File: src/iec_pkg.sv
// constants for the interrupt enable register block
package iec_pkg;
	localparam int IEC_AW = 16;
	localparam int IEC_DW = 32;
	localparam int IEC_NSRC = 32;
	// analog/timer enable register address as printed
	localparam logic [15:0] IEC_ADDR_ANALOG = 16'hF014;
	// serial/misc enable register, address of our own choosing
	localparam logic [15:0] IEC_ADDR_SERIAL = 16'hF012;
	// request flag register, set by write of ones, cleared by write of ones
	localparam logic [15:0] IEC_ADDR_REQ = 16'hF01C;
	localparam logic [15:0] IEC_ADDR_REQCLR = 16'hF01E;
	// control/status register: bit 0 master gate, bit 1 pending
	localparam logic [15:0] IEC_ADDR_CTRL = 16'hF020;
	localparam logic [15:0] IEC_RST_ENABLE = 16'h0000;
	localparam int IEC_CTRL_MASTER = 0;
	localparam int IEC_CTRL_PEND = 1;
	// serial/misc field positions
	localparam int IEC_SYNC_SERIAL0 = 0;
	localparam int IEC_SYNC_SERIAL0_FIFO = 1;
	localparam int IEC_TWOWIRE0 = 2;
	localparam int IEC_TWOWIRE1 = 3;
	localparam int IEC_UART0_RX = 4;
	localparam int IEC_UART0_TX = 5;
	localparam int IEC_UART0_TX_FIFO = 6;
	localparam int IEC_SLOW_CLOCK_SWITCH = 13;
	localparam int IEC_VOLTAGE_SUPERVISOR = 14;
	localparam int IEC_MELODY0 = 15;
	localparam logic [15:0] IEC_SERIAL_USED = 16'hE07F;
	// analog/timer field positions
	localparam int IEC_SAR_ADC = 0;
	localparam int IEC_RC_ADC = 1;
	localparam int IEC_COMPARATOR0 = 4;
	localparam int IEC_COMPARATOR1 = 5;
	localparam int IEC_BYTE_TIMER0 = 8;
	localparam logic [15:0] IEC_ANALOG_USED = 16'hFF33;
	// instructions to let pass after an enabling write
	localparam int IEC_DEFER_INSNS = 1;
endpackage

File: src/iec_enreg.sv
`timescale 1ns/1ps
// one 16-bit enable register with byte-lane writes
module iec_enreg
	import iec_pkg::*;
#(
	parameter logic [15:0] RESET_VAL = 16'h0000
)(
	input wire logic pclk,
	input wire logic presetn,
	input wire logic wr,
	input wire logic [1:0] lanes,
	input wire logic [15:0] wdata,
	output logic [15:0] value
);
	typedef struct packed {
		logic [15:0] value_r;
	} iec_enreg_s;
	iec_enreg_s st_r;
	iec_enreg_s st_nxt;
	always_comb
	begin
		st_nxt = st_r;
		// a byte write leaves the other byte alone
		if (wr && lanes[0])
			st_nxt.value_r[7:0] = wdata[7:0];
		if (wr && lanes[1])
			st_nxt.value_r[15:8] = wdata[15:8];
	end
	always_ff @(posedge pclk or negedge presetn)
	begin
		if (!presetn)
			st_r <= '{value_r: RESET_VAL};
		else
			st_r <= st_nxt;
	end
	assign value = st_r.value_r;
endmodule

File: src/iec_defer.sv
`timescale 1ns/1ps
// holds off a fresh pending condition for a number of instructions
module iec_defer
	import iec_pkg::*;
#(
	parameter int INSNS = 1
)(
	input wire logic pclk,
	input wire logic presetn,
	input wire logic arm,
	input wire logic insn_done,
	output logic hold
);
	typedef struct packed {
		logic [3:0] left_r;
	} iec_defer_s;
	iec_defer_s st_r;
	iec_defer_s st_nxt;
	// the counter is four bits wide
	if (INSNS < 1 || INSNS > 15)
	begin : g_bad_insns
		$error("iec_defer: INSNS out of range");
	end
	always_comb
	begin
		st_nxt = st_r;
		// an arming write restarts the count; it wins over a completion
		if (arm)
			st_nxt.left_r = 4'(INSNS);
		else if (insn_done && st_r.left_r != 4'h0)
			st_nxt.left_r = st_r.left_r - 4'h1;
	end
	always_ff @(posedge pclk or negedge presetn)
	begin
		if (!presetn)
			st_r <= '{left_r: 4'h0};
		else
			st_r <= st_nxt;
	end
	assign hold = (st_r.left_r != 4'h0);
endmodule

File: src/iec_top.sv
`timescale 1ns/1ps
// interrupt enable registers for serial/misc and analog/timer sources
// Behaviour
// - bit 0 of serial/misc enable gates sync serial 0; resets 0
// - bit 1 of serial/misc enable gates fifo sync serial 0
// - bits 2 and 3 gate two-wire bus 0 and 1
// - bits 4 and 5 gate uart0 receive and transmit
// - bit 6 gates uart0 fifo transmit
// - bit 13 gates slow clock switching
// - bit 14 gates voltage level supervisor
// - bit 15 gates melody generator 0
// - accepting an interrupt clears master gate, enables unchanged
// - analog/timer enable at F014, 8/16-bit access, resets 0000
// - bit 0 of analog/timer enable gates sar adc
// - bit 1 gates rc adc
// - bits 4 and 5 gate comparators 0 and 1
// - bit 8+n gates 8-bit timer n, n 0..7
// - request raised only when flag, enable and master gate all 1
// - request flag sets on event regardless of enables
// - request flag cleared by hardware on acceptance
// - enabling write defers transfer by one more instruction
module iec_top
	import iec_pkg::*;
(
	input wire logic pclk,
	input wire logic presetn,
	input wire logic psel,
	input wire logic penable,
	input wire logic pwrite,
	input wire logic [iec_pkg::IEC_AW-1:0] paddr,
	input wire logic [iec_pkg::IEC_DW-1:0] pwdata,
	input wire logic [3:0] pstrb,
	output logic [iec_pkg::IEC_DW-1:0] prdata,
	output logic pready,
	output logic pslverr,
	input wire logic [15:0] serial_events,
	input wire logic [15:0] analog_events,
	input wire logic insn_done,
	input wire logic irq_accept,
	input wire logic [4:0] irq_accept_id,
	output logic irq_request,
	output logic [4:0] irq_id,
	output logic master_irq_gate
);
	typedef struct packed {
		logic [31:0] req_r;
		logic master_r;
		logic [31:0] prdata_r;
		logic pslverr_r;
	} iec_top_s;
	iec_top_s st_r;
	iec_top_s st_nxt;
	logic [15:0] serial_en;
	logic [15:0] analog_en;
	logic [31:0] en_all;
	logic [31:0] used_mask;
	logic [31:0] live;
	logic [31:0] events_all;
	logic acc_phase;
	logic setup_phase;
	logic wr_acc;
	logic [1:0] lanes;
	logic hit_serial;
	logic hit_analog;
	logic hit_req;
	logic hit_reqclr;
	logic hit_ctrl;
	logic hit_any;
	logic en_write;
	logic hold;
	logic found;
	logic [4:0] pick;

	assign acc_phase = psel && penable;
	assign setup_phase = psel && !penable;
	assign wr_acc = acc_phase && pwrite;
	// 16-bit word in the low half; the two byte lanes map onto it
	assign lanes = pstrb[1:0];
	assign hit_serial = (paddr == IEC_ADDR_SERIAL);
	assign hit_analog = (paddr == IEC_ADDR_ANALOG);
	assign hit_req = (paddr == IEC_ADDR_REQ);
	assign hit_reqclr = (paddr == IEC_ADDR_REQCLR);
	assign hit_ctrl = (paddr == IEC_ADDR_CTRL);
	assign hit_any = hit_serial | hit_analog | hit_req | hit_reqclr
		| hit_ctrl;

	// the two enable registers; every bit is writable storage
	iec_enreg #(
		.RESET_VAL(IEC_RST_ENABLE)
	) u_serial (
		.pclk(pclk),
		.presetn(presetn),
		.wr(wr_acc && hit_serial),
		.lanes(lanes),
		.wdata(pwdata[15:0]),
		.value(serial_en)
	);
	iec_enreg #(
		.RESET_VAL(IEC_RST_ENABLE)
	) u_analog (
		.pclk(pclk),
		.presetn(presetn),
		.wr(wr_acc && hit_analog),
		.lanes(lanes),
		.wdata(pwdata[15:0]),
		.value(analog_en)
	);

	// unassigned positions never gate a source
	assign used_mask = {IEC_ANALOG_USED, IEC_SERIAL_USED};
	assign en_all = {analog_en, serial_en} & used_mask;
	assign events_all = {analog_events, serial_events} & used_mask;
	// a pending source with flag and enable and master all set
	assign live = st_r.req_r & en_all & {32{st_r.master_r}};

	// any write to an enable register or the request flag set register arms the delay; request clear writes do not
	assign en_write = wr_acc && (hit_serial || hit_analog || hit_req);
	iec_defer #(
		.INSNS(IEC_DEFER_INSNS)
	) u_defer (
		.pclk(pclk),
		.presetn(presetn),
		.arm(en_write),
		.insn_done(insn_done),
		.hold(hold)
	);

	// lowest numbered live source is reported first
	always_comb
	begin
		found = 1'b0;
		pick = 5'h00;
		for (int i = 0; i < IEC_NSRC; i++)
		begin
			if (!found && live[i])
			begin
				found = 1'b1;
				pick = 5'(i);
			end
		end
	end
	// held off while a fresh write still awaits its instruction
	assign irq_request = found && !hold && !en_write;
	assign irq_id = pick;

	always_comb
	begin
		st_nxt = st_r;
		st_nxt.pslverr_r = 1'b0;
		// software writes to request and control registers
		if (wr_acc && hit_req)
		begin
			if (lanes[0])
				st_nxt.req_r[7:0] = st_r.req_r[7:0] | pwdata[7:0];
			if (lanes[1])
				st_nxt.req_r[15:8] = st_r.req_r[15:8] | pwdata[15:8];
			if (pstrb[2])
				st_nxt.req_r[23:16] = st_r.req_r[23:16] | pwdata[23:16];
			if (pstrb[3])
				st_nxt.req_r[31:24] = st_r.req_r[31:24] | pwdata[31:24];
		end
		if (wr_acc && hit_reqclr)
		begin
			for (int b = 0; b < 4; b++)
				if (pstrb[b])
					st_nxt.req_r[b*8 +: 8] = st_r.req_r[b*8 +: 8]
						& ~pwdata[b*8 +: 8];
		end
		if (wr_acc && hit_ctrl && lanes[0])
			st_nxt.master_r = pwdata[IEC_CTRL_MASTER];
		// acceptance clears its flag and the master gate only
		if (irq_accept)
		begin
			st_nxt.req_r[irq_accept_id] = 1'b0;
			st_nxt.master_r = 1'b0;
		end
		// events set flags whatever the gates; set wins over clear
		st_nxt.req_r = st_nxt.req_r | (events_all & used_mask);
		st_nxt.req_r = st_nxt.req_r & used_mask;
		// captured at the setup edge so it stands from a flop through the
		// single access cycle; a write just before has already landed
		st_nxt.prdata_r = 32'h0000_0000;
		if (setup_phase && !pwrite)
		begin
			if (hit_serial)
				st_nxt.prdata_r[15:0] = serial_en;
			if (hit_analog)
				st_nxt.prdata_r[15:0] = analog_en;
			if (hit_req)
				st_nxt.prdata_r = st_r.req_r;
			if (hit_ctrl)
			begin
				st_nxt.prdata_r[IEC_CTRL_MASTER] = st_r.master_r;
				st_nxt.prdata_r[IEC_CTRL_PEND] = irq_request;
			end
		end
		if (setup_phase && !hit_any)
			st_nxt.pslverr_r = 1'b1;
	end

	always_ff @(posedge pclk or negedge presetn)
	begin
		if (!presetn)
			st_r <= '0;
		else
			st_r <= st_nxt;
	end

	// zero wait states: data and error come from flops loaded at setup
	assign prdata = st_r.prdata_r;
	assign pready = 1'b1;
	assign pslverr = st_r.pslverr_r;
	assign master_irq_gate = st_r.master_r;
endmodule

File: config.mk
export PLATFORM = sky130hd
export DESIGN_NAME = iec_top
export DESIGN_NICKNAME = d
export VERILOG_FILES = /design/src/iec_pkg.sv /design/src/iec_enreg.sv /design/src/iec_defer.sv /design/src/iec_top.sv
export SDC_FILE = /design/constraint.sdc
export NUM_CORES = 1
export LEC_CHECK = 0
export BUFFER_PORTS_ARGS = -buffer_cell sky130_fd_sc_hd__buf_2
export CELL_PAD_IN_SITES_DETAIL_PLACEMENT = 1
export CELL_PAD_IN_SITES_GLOBAL_PLACEMENT = 2
export CORE_AREA = 5 5 157 99
export DETAILED_ROUTE_END_ITERATION = 8
export DIE_AREA = 0 0 162 104
export GPL_ROUTABILITY_DRIVEN = 1
export PLACE_DENSITY = 0.85
export SLEW_MARGIN = 20
export SYNTH_ARGS = -nofsm -noshare
export SYNTH_HDL_FRONTEND = slang
export SYNTH_SLANG_ARGS = --single-unit
File: constraint.sdc
create_clock -name pclk -period 3.9 [get_ports pclk]
set_clock_uncertainty 0.15 [all_clocks]
set_input_delay 0.78 -clock pclk [delete_from_list [all_inputs] [get_ports pclk]]
set_output_delay 0.78 -clock pclk [all_outputs]
set_load 0.01 [all_outputs]
# Word-level counts from Yosys, hierarchy flattened

Cells that the tools add are included.

Flip-flop bits (word level): 92
Input port bits: 96
Logic and storage cells: 215

Add/sub/neg operators: 1
Order comparisons: 2
Equality and inequality tests: 5
Muxes and demuxes: 85
Bitwise operators: 21
Reductions and logical operators: 92

Operators by type and width:

| cell                                                 | count |
|---|---|
| two-way mux 5 bit                                    | 28 |
| two-way mux 32 bit                                   | 4 |
| bitwise AND 32 bit                                   | 3 |
| == test 16 bit (second input constant)               | 5 |
| two-way mux 8 bit                                    | 8 |
| logical AND 1 bit                                    | 51 |
| logical NOT 1 bit                                    | 36 |
| two-way mux 1 bit                                    | 36 |
| two-way mux 33 bit                                   | 1 |
| two-way mux 16 bit                                   | 2 |
| NOT 32 bit                                           | 1 |
| NOT 8 bit                                            | 4 |
| OR 32 bit                                            | 1 |
| bitwise AND 8 bit                                    | 2 |
| OR 8 bit                                             | 2 |
| bitwise AND 6 x 8 -> 8 bit                           | 1 |
| bitwise AND 7 x 8 -> 8 bit                           | 1 |
| two-way mux 4 bit                                    | 2 |
| OR 6 x 8 -> 8 bit                                    | 1 |
| OR 7 x 8 -> 8 bit                                    | 1 |
| < comparator 5 x 6 -> 1 bit (second input constant)  | 1 |
| two-way mux 2 bit                                    | 3 |
| demux 1 bit (select 5 bit)                           | 1 |
| >= comparator 5 x 1 -> 1 bit (second input constant) | 1 |
| 5 further kinds                                      | 10 |

# Depth between registers and ports, before layout

Gate-level depths: netlist (run 1).

Depth after elaboration: 100
Depth in mapped cells: 7

# Cells and area by module

From an unflattened synthesis (run 1), not the netlist that was laid out.

Cells, all modules: 502
Area, all modules: 4,855.9 µm²

Modules (own cells, without submodules):

| module    | times used | cells each | area each (µm²) | seq. area each (µm²) |
|---|---|---|---|---|
| iec_top   | 1          | 409        | 3,435.8         | 1,301.2 |
| iec_enreg | 2          | 34         | 593.1           | 400.4 |
| iec_defer | 1          | 25         | 234.0           | 100.1 |

# Least setup slack after synthesis (run 1)

No wires, ideal clock.

Kind: input -> output
Start point: in paddr[9] (netlist name)
End point: out irq_request
Arrival: 2.245 ns
Setup slack: 0.725 ns
Stages on the path: 5
Path through: or4_4 nor4_1 nand3_1 a21oi_1 nor2_1

Word-level cells in the longest chain between the ends: 6
Elaborated cells on any way between the ends: 8
Those cells by class: 3 x eq/ne; 5 x reduce/logical

Ends and longest elaborated chain:

| item                              | line                         | RTL |
|---|---|---|
| start: declaration                | iec_top.sv:30                | `input wire logic [iec_pkg::IEC_AW-1:0] paddr,` |
| == test 16 bit (on tied branches) | iec_top.sv:79, iec_top.sv:80 |  |
| logical OR 1 bit                  | iec_top.sv:117               | `assign en_write = wr_acc && (hit_serial \|\| hit_analog \|\| hit_req);` |
| logical OR 1 bit (*)              | iec_top.sv:117               |  |
| logical AND 1 bit (*)             | iec_top.sv:117               |  |
| logical NOT 1 bit (*)             | iec_top.sv:143               | `assign irq_request = found && !hold && !en_write;` |
| logical AND 1 bit (*)             | iec_top.sv:143               |  |
| end: declaration                  | iec_top.sv:41                | `output logic irq_request,` |

Mark *: on every way between the ends. The rest lies on a longest branch, timed or not.

# Worst setup path after layout (run 1)

Start point: reg st_r[39] (netlist name)
End point: out irq_id[0]

Word-level cells in the longest chain between the ends: 82
Elaborated cells on any way between the ends: 108
Those cells by class: 53 x mux; 2 x bitwise; 53 x reduce/logical

Ends and longest elaborated chain:

| item                                | line           | RTL |
|---|---|---|
| start: declaration                  | iec_top.sv:51  | `iec_top_s st_r;` |
| start signal: assignment            | iec_top.sv:206 | `st_r <= st_nxt;` |
| bitwise AND 32 bit (*) (2 in a row) | iec_top.sv:114 | `assign live = st_r.req_r & en_all & {32{st_r.master_r}};` |
| logical AND 1 bit (*)               | iec_top.sv:135 | `if (!found && live[i])` |
| two-way mux 1 bit                   | iec_top.sv:135 |  |
| logical NOT 1 bit                   | iec_top.sv:135 |  |
| logical AND 1 bit                   | iec_top.sv:135 |  |
| two-way mux 1 bit                   | iec_top.sv:135 |  |
| logical NOT 1 bit                   | iec_top.sv:135 |  |
| logical AND 1 bit                   | iec_top.sv:135 |  |
| [65 not listed]                     | -              |  |
| logical AND 1 bit                   | iec_top.sv:135 |  |
| two-way mux 1 bit                   | iec_top.sv:135 |  |
| logical NOT 1 bit                   | iec_top.sv:135 |  |
| logical AND 1 bit                   | iec_top.sv:135 |  |
| two-way mux 1 bit                   | iec_top.sv:135 |  |
| logical NOT 1 bit                   | iec_top.sv:135 |  |
| logical AND 1 bit                   | iec_top.sv:135 |  |
| two-way mux 5 bit (*)               | iec_top.sv:135 |  |
| end: declaration                    | iec_top.sv:42  | `output logic [4:0] irq_id,` |

Marked as above.

==> results of run 1 <==
power groups by stage:
stage / registers (W) / logic (W) / clock network (W)
after floorplan: 0.000972 / 0.0000973 / 0
after global placement: 0.000975 / 0.000188 / 0
after detailed placement: 0.000980 / 0.000201 / 0
after CTS: 0.000962 / 0.000203 / 0.000882
after global routing: 0.000965 / 0.000226 / 0.000910
final: 0.000962 / 0.000201 / 0.000859
placed cells by master, fill, tap and decap left out, types with 15 or more instances in the layout:
master                       n
sky130_fd_sc_hd__buf_2     116
sky130_fd_sc_hd__dfrtp_1    88
sky130_fd_sc_hd__nand2_1    45
sky130_fd_sc_hd__mux2_2     32
sky130_fd_sc_hd__o21bai_1   20
sky130_fd_sc_hd__a21oi_1    20
sky130_fd_sc_hd__nor2_1     18
sky130_fd_sc_hd__a31oi_1    16
sky130_fd_sc_hd__a22oi_1    16
sky130_fd_sc_hd__and3_1     15
routing by layer:
| layer | share of wire (%) | GRT usage [%] | up-vias |
|---|---|---|---|
| met2 | 41 | 25.5 | 165 |
| met4 | 0.70 | 3.32 | 2 |
| met1 | 49 | 28.8 | 2041 |
| met5 | 0.044 | 0 | - |
| li1 | - | - | 1859 |
| met3 | 9.1 | 5.11 | 12 |
through the flow:
step                      cells  worst slack [ns]
after floorplan             462             0.725
after global placement      718             0.462
after detailed placement    718             0.417
after CTS                   733             0.408
after global routing        733             0.274
final                       733             0.352
cell families (layout without fill, tap and decap cells):
family	Yosys count	in the layout	synth area share (%)
AO/OA/AOI/OAI	130	130	19.6
multiplexers	33	33	7.79
other	2	5	0.158
XOR/XNOR	4	4	0.737
adder cells (fa/ha/maj)	2	2	0.526
buffers and inverters	58	149	7.79
AND/OR/NAND/NOR	142	142	17.1
flip-flops	88	88	46.3
worst max-delay path, stage by stage (launching register included):
cell and delay (ns):
sky130_fd_sc_hd__dfrtp_1 0.46, sky130_fd_sc_hd__a22o_1 0.28, sky130_fd_sc_hd__o31ai_1 0.45, sky130_fd_sc_hd__nand3_1 0.32, sky130_fd_sc_hd__a2111oi_0 0.47, sky130_fd_sc_hd__a211o_1 0.16
sky130_fd_sc_hd__buf_2 0.13
flip-flops by register name, indices dropped and copies added, names as in the netlist:
signal and count:
u_serial.value 16, u_analog.value 16, u_defer.st_r 4, pslverr 1
st_r 22, master_irq_gate 1, prdata 28
worst paths after layout:
kind / startpoint / end / slack (ns) / cells after the start
worst max-delay path: st_r[39] / irq_id[0] / 0.35 / 6
max in group asynchronous: presetn / st_r[50] / 2.89 / 2
min in group pclk: u_analog.value[3] / u_analog.value[3] / 0.36 / 1
worst min-delay path: presetn / prdata[11] / 0.33 / 2
worst min register to register: u_analog.value[3] / u_analog.value[3] / 0.36 / 1
worst max register to register: st_r[39] / prdata[1] / 1.72 / 5
cell type report:
class / count / area, µm² / area share, %
clock buffer: 12 / 246 / 4.39
clock inverter: 3 / 42.5 / 0.757
inverter: 6 / 22.5 / 0.401
multi-input combinational: 316 / 2200 / 39.1
sequential: 88 / 2200 / 39.2
tap: 180 / 225 / 4.01
timing repair buffer: 128 / 683 / 12.2
==> impl_summary.log, run 1 <==
INFO  metric outcome = finished clean
INFO  metric syn-cell-area = 4760 µm²
INFO  metric number_of_standard_cells_after_synthesis = 459
INFO  metric achievable-frequency = 282 MHz
INFO  metric report.final.setup_viol = 0
INFO  metric required = 2.97 ns
INFO  metric postCtsHoldBufs = 0
INFO  metric cts-root-buf = sky130_fd_sc_hd__clkbuf_16
INFO  metric cell_with_the_most_instances_after_synthesis = sky130_fd_sc_hd__dfrtp_1
INFO  metric synthDistinctLibCells = 60
INFO  metric power.share.switching = 24.5%
INFO  metric antenna_found_initial = 1
INFO  metric ioPinCount = 137
INFO  metric floorplan.die_area = 16800 µm²
INFO  metric num_rows = 34
INFO  metric yosys_register_bits = 88
INFO  metric grt_first_pass_wirelength = 24.5 mm
INFO  metric internal_power = 0.00153 W
INFO  metric filler_cell_count = 1616
INFO  metric share_clk_of_total_power = 42.5%
INFO  metric leakage = 2.70 nW
INFO  metric cts_tree = yes
INFO  metric max_cap_violations = 0
INFO  metric yosys-top-cells-area = sky130_fd_sc_hd__dfrtp_1 (46%), sky130_fd_sc_hd__mux2_2 (7.6%), sky130_fd_sc_hd__buf_4 (5.2%)
INFO  metric worstSetupEndpointType = output port
INFO  metric detail_route.wl_per_cell = 21.6 µm
INFO  metric cts.reportedPaths.clkPinSlew = 0.06 ns
INFO  metric yosysSeqAreaShare = 46.3%
INFO  metric grt_start_max_net_pins = 89
INFO  metric hpwlAfterDp = 12.2 mm
INFO  metric yosys_warnings = 0
INFO  metric cts_htree_levels = 3
INFO  metric fin_nets = 647
INFO  metric port_buffers = 117
INFO  metric first_global_vias = 4317
INFO  metric drive_gt1_share = 33.8%
INFO  metric fin_area = 5620 µm²
INFO  metric fin_setup_tns = 0 ns
INFO  metric post_cts_resized = 0
INFO  metric routed_via_density = 5.56
INFO  metric worstPathArrival = 2.62 ns
INFO  metric floorplan.die.height = 104 µm
INFO  metric setup.worst_path.start_class = flip-flop
INFO  metric detail-route-antenna-nets = 0
INFO  metric design_power_total = 0.00202 W
INFO  metric report.final.slew_viol_count = 0
INFO  metric fp.coreArea = 14000 µm²
INFO  metric drtIter0Drc = 272
INFO  metric numCtsBuffers = 9
INFO  metric clkSinkCount = 88
INFO  metric vdd_ir_max = 180 µV
INFO  metric place.gp.congestion = 0.853
INFO  metric area_growth = 18.1%
INFO  metric routed_wire_length = 15.8 mm
INFO  metric slew_worst_pin = 0.729 ns
INFO  metric dpl-instance-area = 5330 µm²
INFO  metric hp-class = input pin to asynchronous set/reset pin
INFO  metric postCtsSetupRepairBufs = 0
INFO  metric clock_latency = 0.34 ns
INFO  metric share_seq_of_total_power = 47.6%
INFO  metric antenna_cells_inserted = 0
INFO  metric vias = 4079
INFO  metric start_util = 33.9%
INFO  metric max_slew_margin = 51.2%
INFO  metric overall_overflow_remaining_after_global_route = 0
INFO  metric synthFlopType = sky130_fd_sc_hd__dfrtp_1
INFO  metric powerDensity = 360 nW/µm²
INFO  metric drc_errors = 0
INFO  metric grt.total_usage = 18.5%
INFO  metric finalCoreUtilization = 40.0%
INFO  metric synth_edf_count = 0
INFO  metric finalHoldViolCount = 0
INFO  metric hold_ws = 0.329 ns
INFO  metric min_period_over_period = 91.0%
INFO  metric die_width = 162 µm
INFO  metric drt_pass1_iterations = 4
INFO  metric critical_path.max_fanout = 5
INFO  metric postSynthAreaPerCell = 10.4 µm²
INFO  metric critPathKind = flip-flop to output port
INFO  metric switching_power = 0.000495 W
INFO  metric max-clock-path-buffers = 2
INFO  metric fraction_of_registers_with_async_set_reset = 100%
INFO  metric synth_top_area_share = 46.3%
INFO  metric post-route-min-period = 3.55 ns
INFO  metric rsz0062_at_grt = no
INFO  metric power_frac_comb = 10.0%
INFO  metric synth.cells.most_frequent = sky130_fd_sc_hd__dfrtp_1 (88), sky130_fd_sc_hd__nand2_1 (45), sky130_fd_sc_hd__buf_4 (33), sky130_fd_sc_hd__mux2_2 (32)
INFO  metric synthDominantAreaCellType = sky130_fd_sc_hd__dfrtp_1
Power figures use the tool's default switching activity.
==> run 2, diff against run 1 <==
ABC_AREA = 1   (was default)
CORE_AREA = 5 5 168 105   (was 5 5 157 99)
DIE_AREA = 0 0 173 110   (was 0 0 162 104)
RECOVER_POWER = 50   (was default)
==> run 2 against run 1 <==
Net effect:
- the run now ends with capacitance limit, slew limit left
- count of clock-buffer cells in the layout fell by 3
- via count rose by 12%
- sequential cell count did not move
- non-clock buffer count rose by 6
- combinational power rose by 6%
==> impl_summary.log, run 2 <==
INFO  metric floorplan.die_area = 19000 µm² (+13%)
INFO  metric yosys-top-cells-area = sky130_fd_sc_hd__dfrtp_1 (44%), sky130_fd_sc_hd__nand2_1 (9.5%), sky130_fd_sc_hd__inv_1 (7.7%)
INFO  metric achievable-frequency = 267 MHz (-5.1%)
INFO  metric violations = capacitance limit, slew limit
INFO  metric cts.reportedPaths.clkPinSlew = 0.07 ns (about the same)
INFO  metric detail_route.wl_per_cell = 17.6 µm (-18%)
INFO  metric hold_ws = 0.332 ns (+0.00294 ns)
INFO  metric drtIter0Drc = 315 (+16%)
INFO  metric placed_cells_incl_taps = 930 (+30%)
INFO  metric number_of_standard_cells_after_synthesis = 639 (+39%)
INFO  metric synthFlopType = sky130_fd_sc_hd__dfrtp_1
INFO  metric floorplan.die.height = 110 µm (+5.8%)
INFO  metric layout.cells.most_common_list = sky130_fd_sc_hd__nand2_1 (127), sky130_fd_sc_hd__inv_1 (103), sky130_fd_sc_hd__buf_2 (101), sky130_fd_sc_hd__dfrtp_1 (87), sky130_fd_sc_hd__o21ai_0 (62)
INFO  metric ioPinCount = 137 (unchanged)
INFO  metric finalHoldViolCount = 0 (unchanged)
INFO  metric required = 2.97 ns (about the same)
INFO  metric synth_edf_count = 0 (unchanged)
INFO  metric hold-path-cell-count = 2
INFO  metric dpl-instance-area = 5630 µm² (+5.6%)
INFO  metric yosys_warnings = 0 (unchanged)
INFO  metric synth_top_area_share = 44.1% (-2.2 points)
INFO  metric vias = 4574 (+12%)
INFO  metric fin_setup_tns = 0 ns (unchanged)
INFO  metric rsz0062_at_grt = yes
INFO  metric overall_overflow_remaining_after_global_route = 0 (unchanged)
INFO  metric drive_gt1_share = 22.4% (-11 points)
INFO  metric drc_errors = 0 (unchanged)
INFO  metric antenna_cells_inserted = 0 (unchanged)
INFO  metric grt.total_usage = 17.9% (-0.57 points)
INFO  metric routed_via_density = 4.82 (-13%)
INFO  metric setup.worst_path.start_class = flip-flop
INFO  metric first_global_vias = 5008 (+16%)
INFO  metric fraction_of_registers_with_async_set_reset = 100% (unchanged)
INFO  metric worstSetupEndpointType = output port
INFO  metric filler_cell_count = 2004 (+24%)
INFO  metric grt_start_max_net_pins = 65 (-27%)
INFO  metric max-clock-path-buffers = 2 (unchanged)
INFO  metric worstReg2RegEnd = prdata[1]
INFO  metric powerDensity = 342 nW/µm² (-4.9%)
INFO  metric yosys_register_bits = 88 (unchanged)
INFO  metric minimum_setup_slack_among_reg_to_reg_paths = 1.31 ns (-0.41 ns)
INFO  metric fin_nets = 833 (+29%)
INFO  metric clkSinkCount = 88 (unchanged)
INFO  metric worstPathCellList = buf_4, nand3_4, nand2_4, nor2_8, nand4_4, nor2_4, nand4_2, nor2_4, nand4_2, nor2_4, nand4_4, nor2_4, o21ai_2, nand4_1, buf_2
INFO  metric antenna_found_initial = 0 (-1)
INFO  metric worstReg2RegStart = master_irq_gate
INFO  metric start_util = 31.3% (-2.6 points)
INFO  metric worstPathArrival = 2.81 ns (+0.19 ns)
INFO  metric hp-class = flip-flop to flip-flop
INFO  metric die_width = 173 µm (+6.8%)
INFO  metric cts_tree = yes
INFO  metric drt_pass1_iterations = 4 (unchanged)
INFO  metric critical_path.max_fanout = 10 (+5)
INFO  metric cpMaxStageDelayCell = sky130_fd_sc_hd__dfrtp_2
INFO  metric clock_latency = 0.35 ns (about the same)
INFO  metric max_slew_margin = -12.5% (-64 points)
INFO  metric yosysSeqAreaShare = 44.1% (-2.2 points)
INFO  metric port_buffers = 117 (unchanged)
INFO  metric postCtsHoldBufs = 0 (unchanged)
INFO  metric leakage = 3.05 nW (+13%)
INFO  metric crit_path_max_incr_delay = 0.51 ns (+0.04 ns)
INFO  metric post-route-min-period = 3.74 ns (+0.191 ns)
INFO  metric cts-root-buf = sky130_fd_sc_hd__clkbuf_16
INFO  metric report.final.setup_viol = 0 (unchanged)
INFO  metric routed_wire_length = 16.7 mm (+5.9%)
INFO  metric place.gp.congestion = 0.880 (+3.1%)
INFO  metric area_growth = 18.5%
INFO  metric syn-cell-area = 4990 µm² (+5.0%)
INFO  metric post_layout_cell_count = 949 (+29%)
INFO  metric vdd_ir_max = 197 µV (+9.3%)
INFO  metric crit_top_cell = sky130_fd_sc_hd__nor2_4
INFO  metric largest_register_ff_count = 28 (unchanged)
INFO  metric most_common_library_cell_in_the_layout_ignoring_fill_and_taps = sky130_fd_sc_hd__nand2_1
INFO  metric hpwlAfterDp = 12.9 mm (+6.0%)
INFO  metric postSynthAreaPerCell = 7.81 µm² (-25%)
INFO  metric synth.cells.most_frequent = sky130_fd_sc_hd__nand2_1 (127), sky130_fd_sc_hd__inv_1 (103), sky130_fd_sc_hd__dfrtp_1 (88), sky130_fd_sc_hd__o21ai_0 (62), sky130_fd_sc_hd__nor2_1 (38)
INFO  metric fin_area = 5920 µm² (+5.3%)
INFO  metric fp.coreArea = 15900 µm² (+14%)
INFO  metric max_cap_violations = 1 (+1)
INFO  metric synthDominantAreaCellType = sky130_fd_sc_hd__dfrtp_1
INFO  metric min_period_over_period = 95.9% (+4.9 points)
INFO  metric num_rows = 36 (+5.9%)
INFO  metric cts_htree_levels = 3 (unchanged)
INFO  metric cell_with_the_most_instances_after_synthesis = sky130_fd_sc_hd__nand2_1
INFO  metric detail-route-antenna-nets = 0 (unchanged)
INFO  metric ff2ff_path_depth = 15 (+10)
INFO  metric numCtsBuffers = 9 (unchanged)
INFO  metric grt_first_pass_wirelength = 26.9 mm (+9.7%)
INFO  metric report.final.slew_viol_count = 65 (+65)
INFO  metric critPathKind = flip-flop to output port
INFO  metric endpoint_worst_hold = u_analog.value[3]
INFO  metric hp-start = u_analog.value[3]
INFO  metric outcome = complete, but fails checks
INFO  metric synthDistinctLibCells = 45 (-25%)
INFO  metric slew_worst_pin = 1.69 ns (+0.958 ns)
==> run 2: changes by cell type after synthesis, moves of 15 or more <==
cell,previous run,this run
sky130_fd_sc_hd__a22oi_1,16,0
sky130_fd_sc_hd__and3_1,15,0
sky130_fd_sc_hd__inv_1,6,103
sky130_fd_sc_hd__mux2_2,32,0
sky130_fd_sc_hd__nand2_1,45,127
sky130_fd_sc_hd__nand3_1,10,29
sky130_fd_sc_hd__nor2_1,18,38
sky130_fd_sc_hd__nor3_1,4,24
sky130_fd_sc_hd__o211ai_1,1,21
sky130_fd_sc_hd__o21ai_0,6,62
sky130_fd_sc_hd__o21bai_1,20,0
==> run 2: timing repair <==
action                     in CTS  in global routing
setup endpoints to repair       0                  6
gates resized for setup         0                  3
buffers inserted                0                  3
==> run 2: kinds of logic (layout without fill, tap and decap cells) <==
family          Yosys count  after routing  share of synthesized area, %
buf+inv                 161            259                          14.9
flops                    88             88                          44.1
fa+ha+maj                 2              2                         0.501
simple gates            254            254                          25.1
compound gates          130            130                          14.9
other cells               2              5                         0.150
xor+xnor                  2              2                         0.351
==> run 2: worst max-delay path: cells and delay by family, from the launching register on <==
family / cells / cell delay, ns
flops: 1 / 0.51
simple gates: 12 / 1.48
buf+inv: 2 / 0.37
compound gates: 1 / 0.11
==> run 2: worst max path at each step <==
stage / start / cells after the start / slack, ns / endpoint
after floorplan: paddr[9] / 13 / 0.76 / irq_request
after global placement: paddr[9] / 15 / 0.38 / irq_request
after detailed placement: paddr[9] / 15 / 0.29 / irq_request
final: master_irq_gate / 15 / 0.16 / irq_id[1]
after CTS: master_irq_gate / 15 / 0.02 / irq_id[3]
after global routing: master_irq_gate / 15 / -0.01 / irq_id[4]
==> run 2: report_power, final <==
| group | switching, W | total [W] | internal [W] |
|---|---|---|---|
| sequential | 0.0000160 | 0.000953 | 0.000937 |
| combinational | 0.000132 | 0.000213 | 0.0000809 |
| clock | 0.000413 | 0.000860 | 0.000447 |
==> run 2: final cells by class <==
type | count | area [µm²] | area share, %
inverter | 109 | 409 | 6.91
sequential | 88 | 2200 | 37.2
multi-input combinational | 393 | 2070 | 34.9
tap | 209 | 262 | 4.42
clock buffer | 9 | 225 | 3.81
clock inverter | 7 | 63.8 | 1.08
timing repair buffer | 134 | 687 | 11.6
==> run 2: layer usage <==
metal,GRT usage (%),part of all wire (%),vias to the layer above
li1,-,-,2218
met1,26.0,50,2230
met2,27.8,43,120
met3,4.50,6.3,6
met4,2.68,0.38,0
met5,0,0,-
==> run 2: metrics by stage <==
stage | power [W] | setup slack, ns | utilization [%]
after floorplan | 0.00108 | 0.757 | -
after global placement | 0.00117 | 0.385 | 35.3
after detailed placement | 0.00119 | 0.290 | 35.3
after CTS | 0.00205 | 0.0249 | 37.1
after global routing | 0.00213 | -0.0135 | 37.1
final | 0.00203 | 0.161 | 37.1
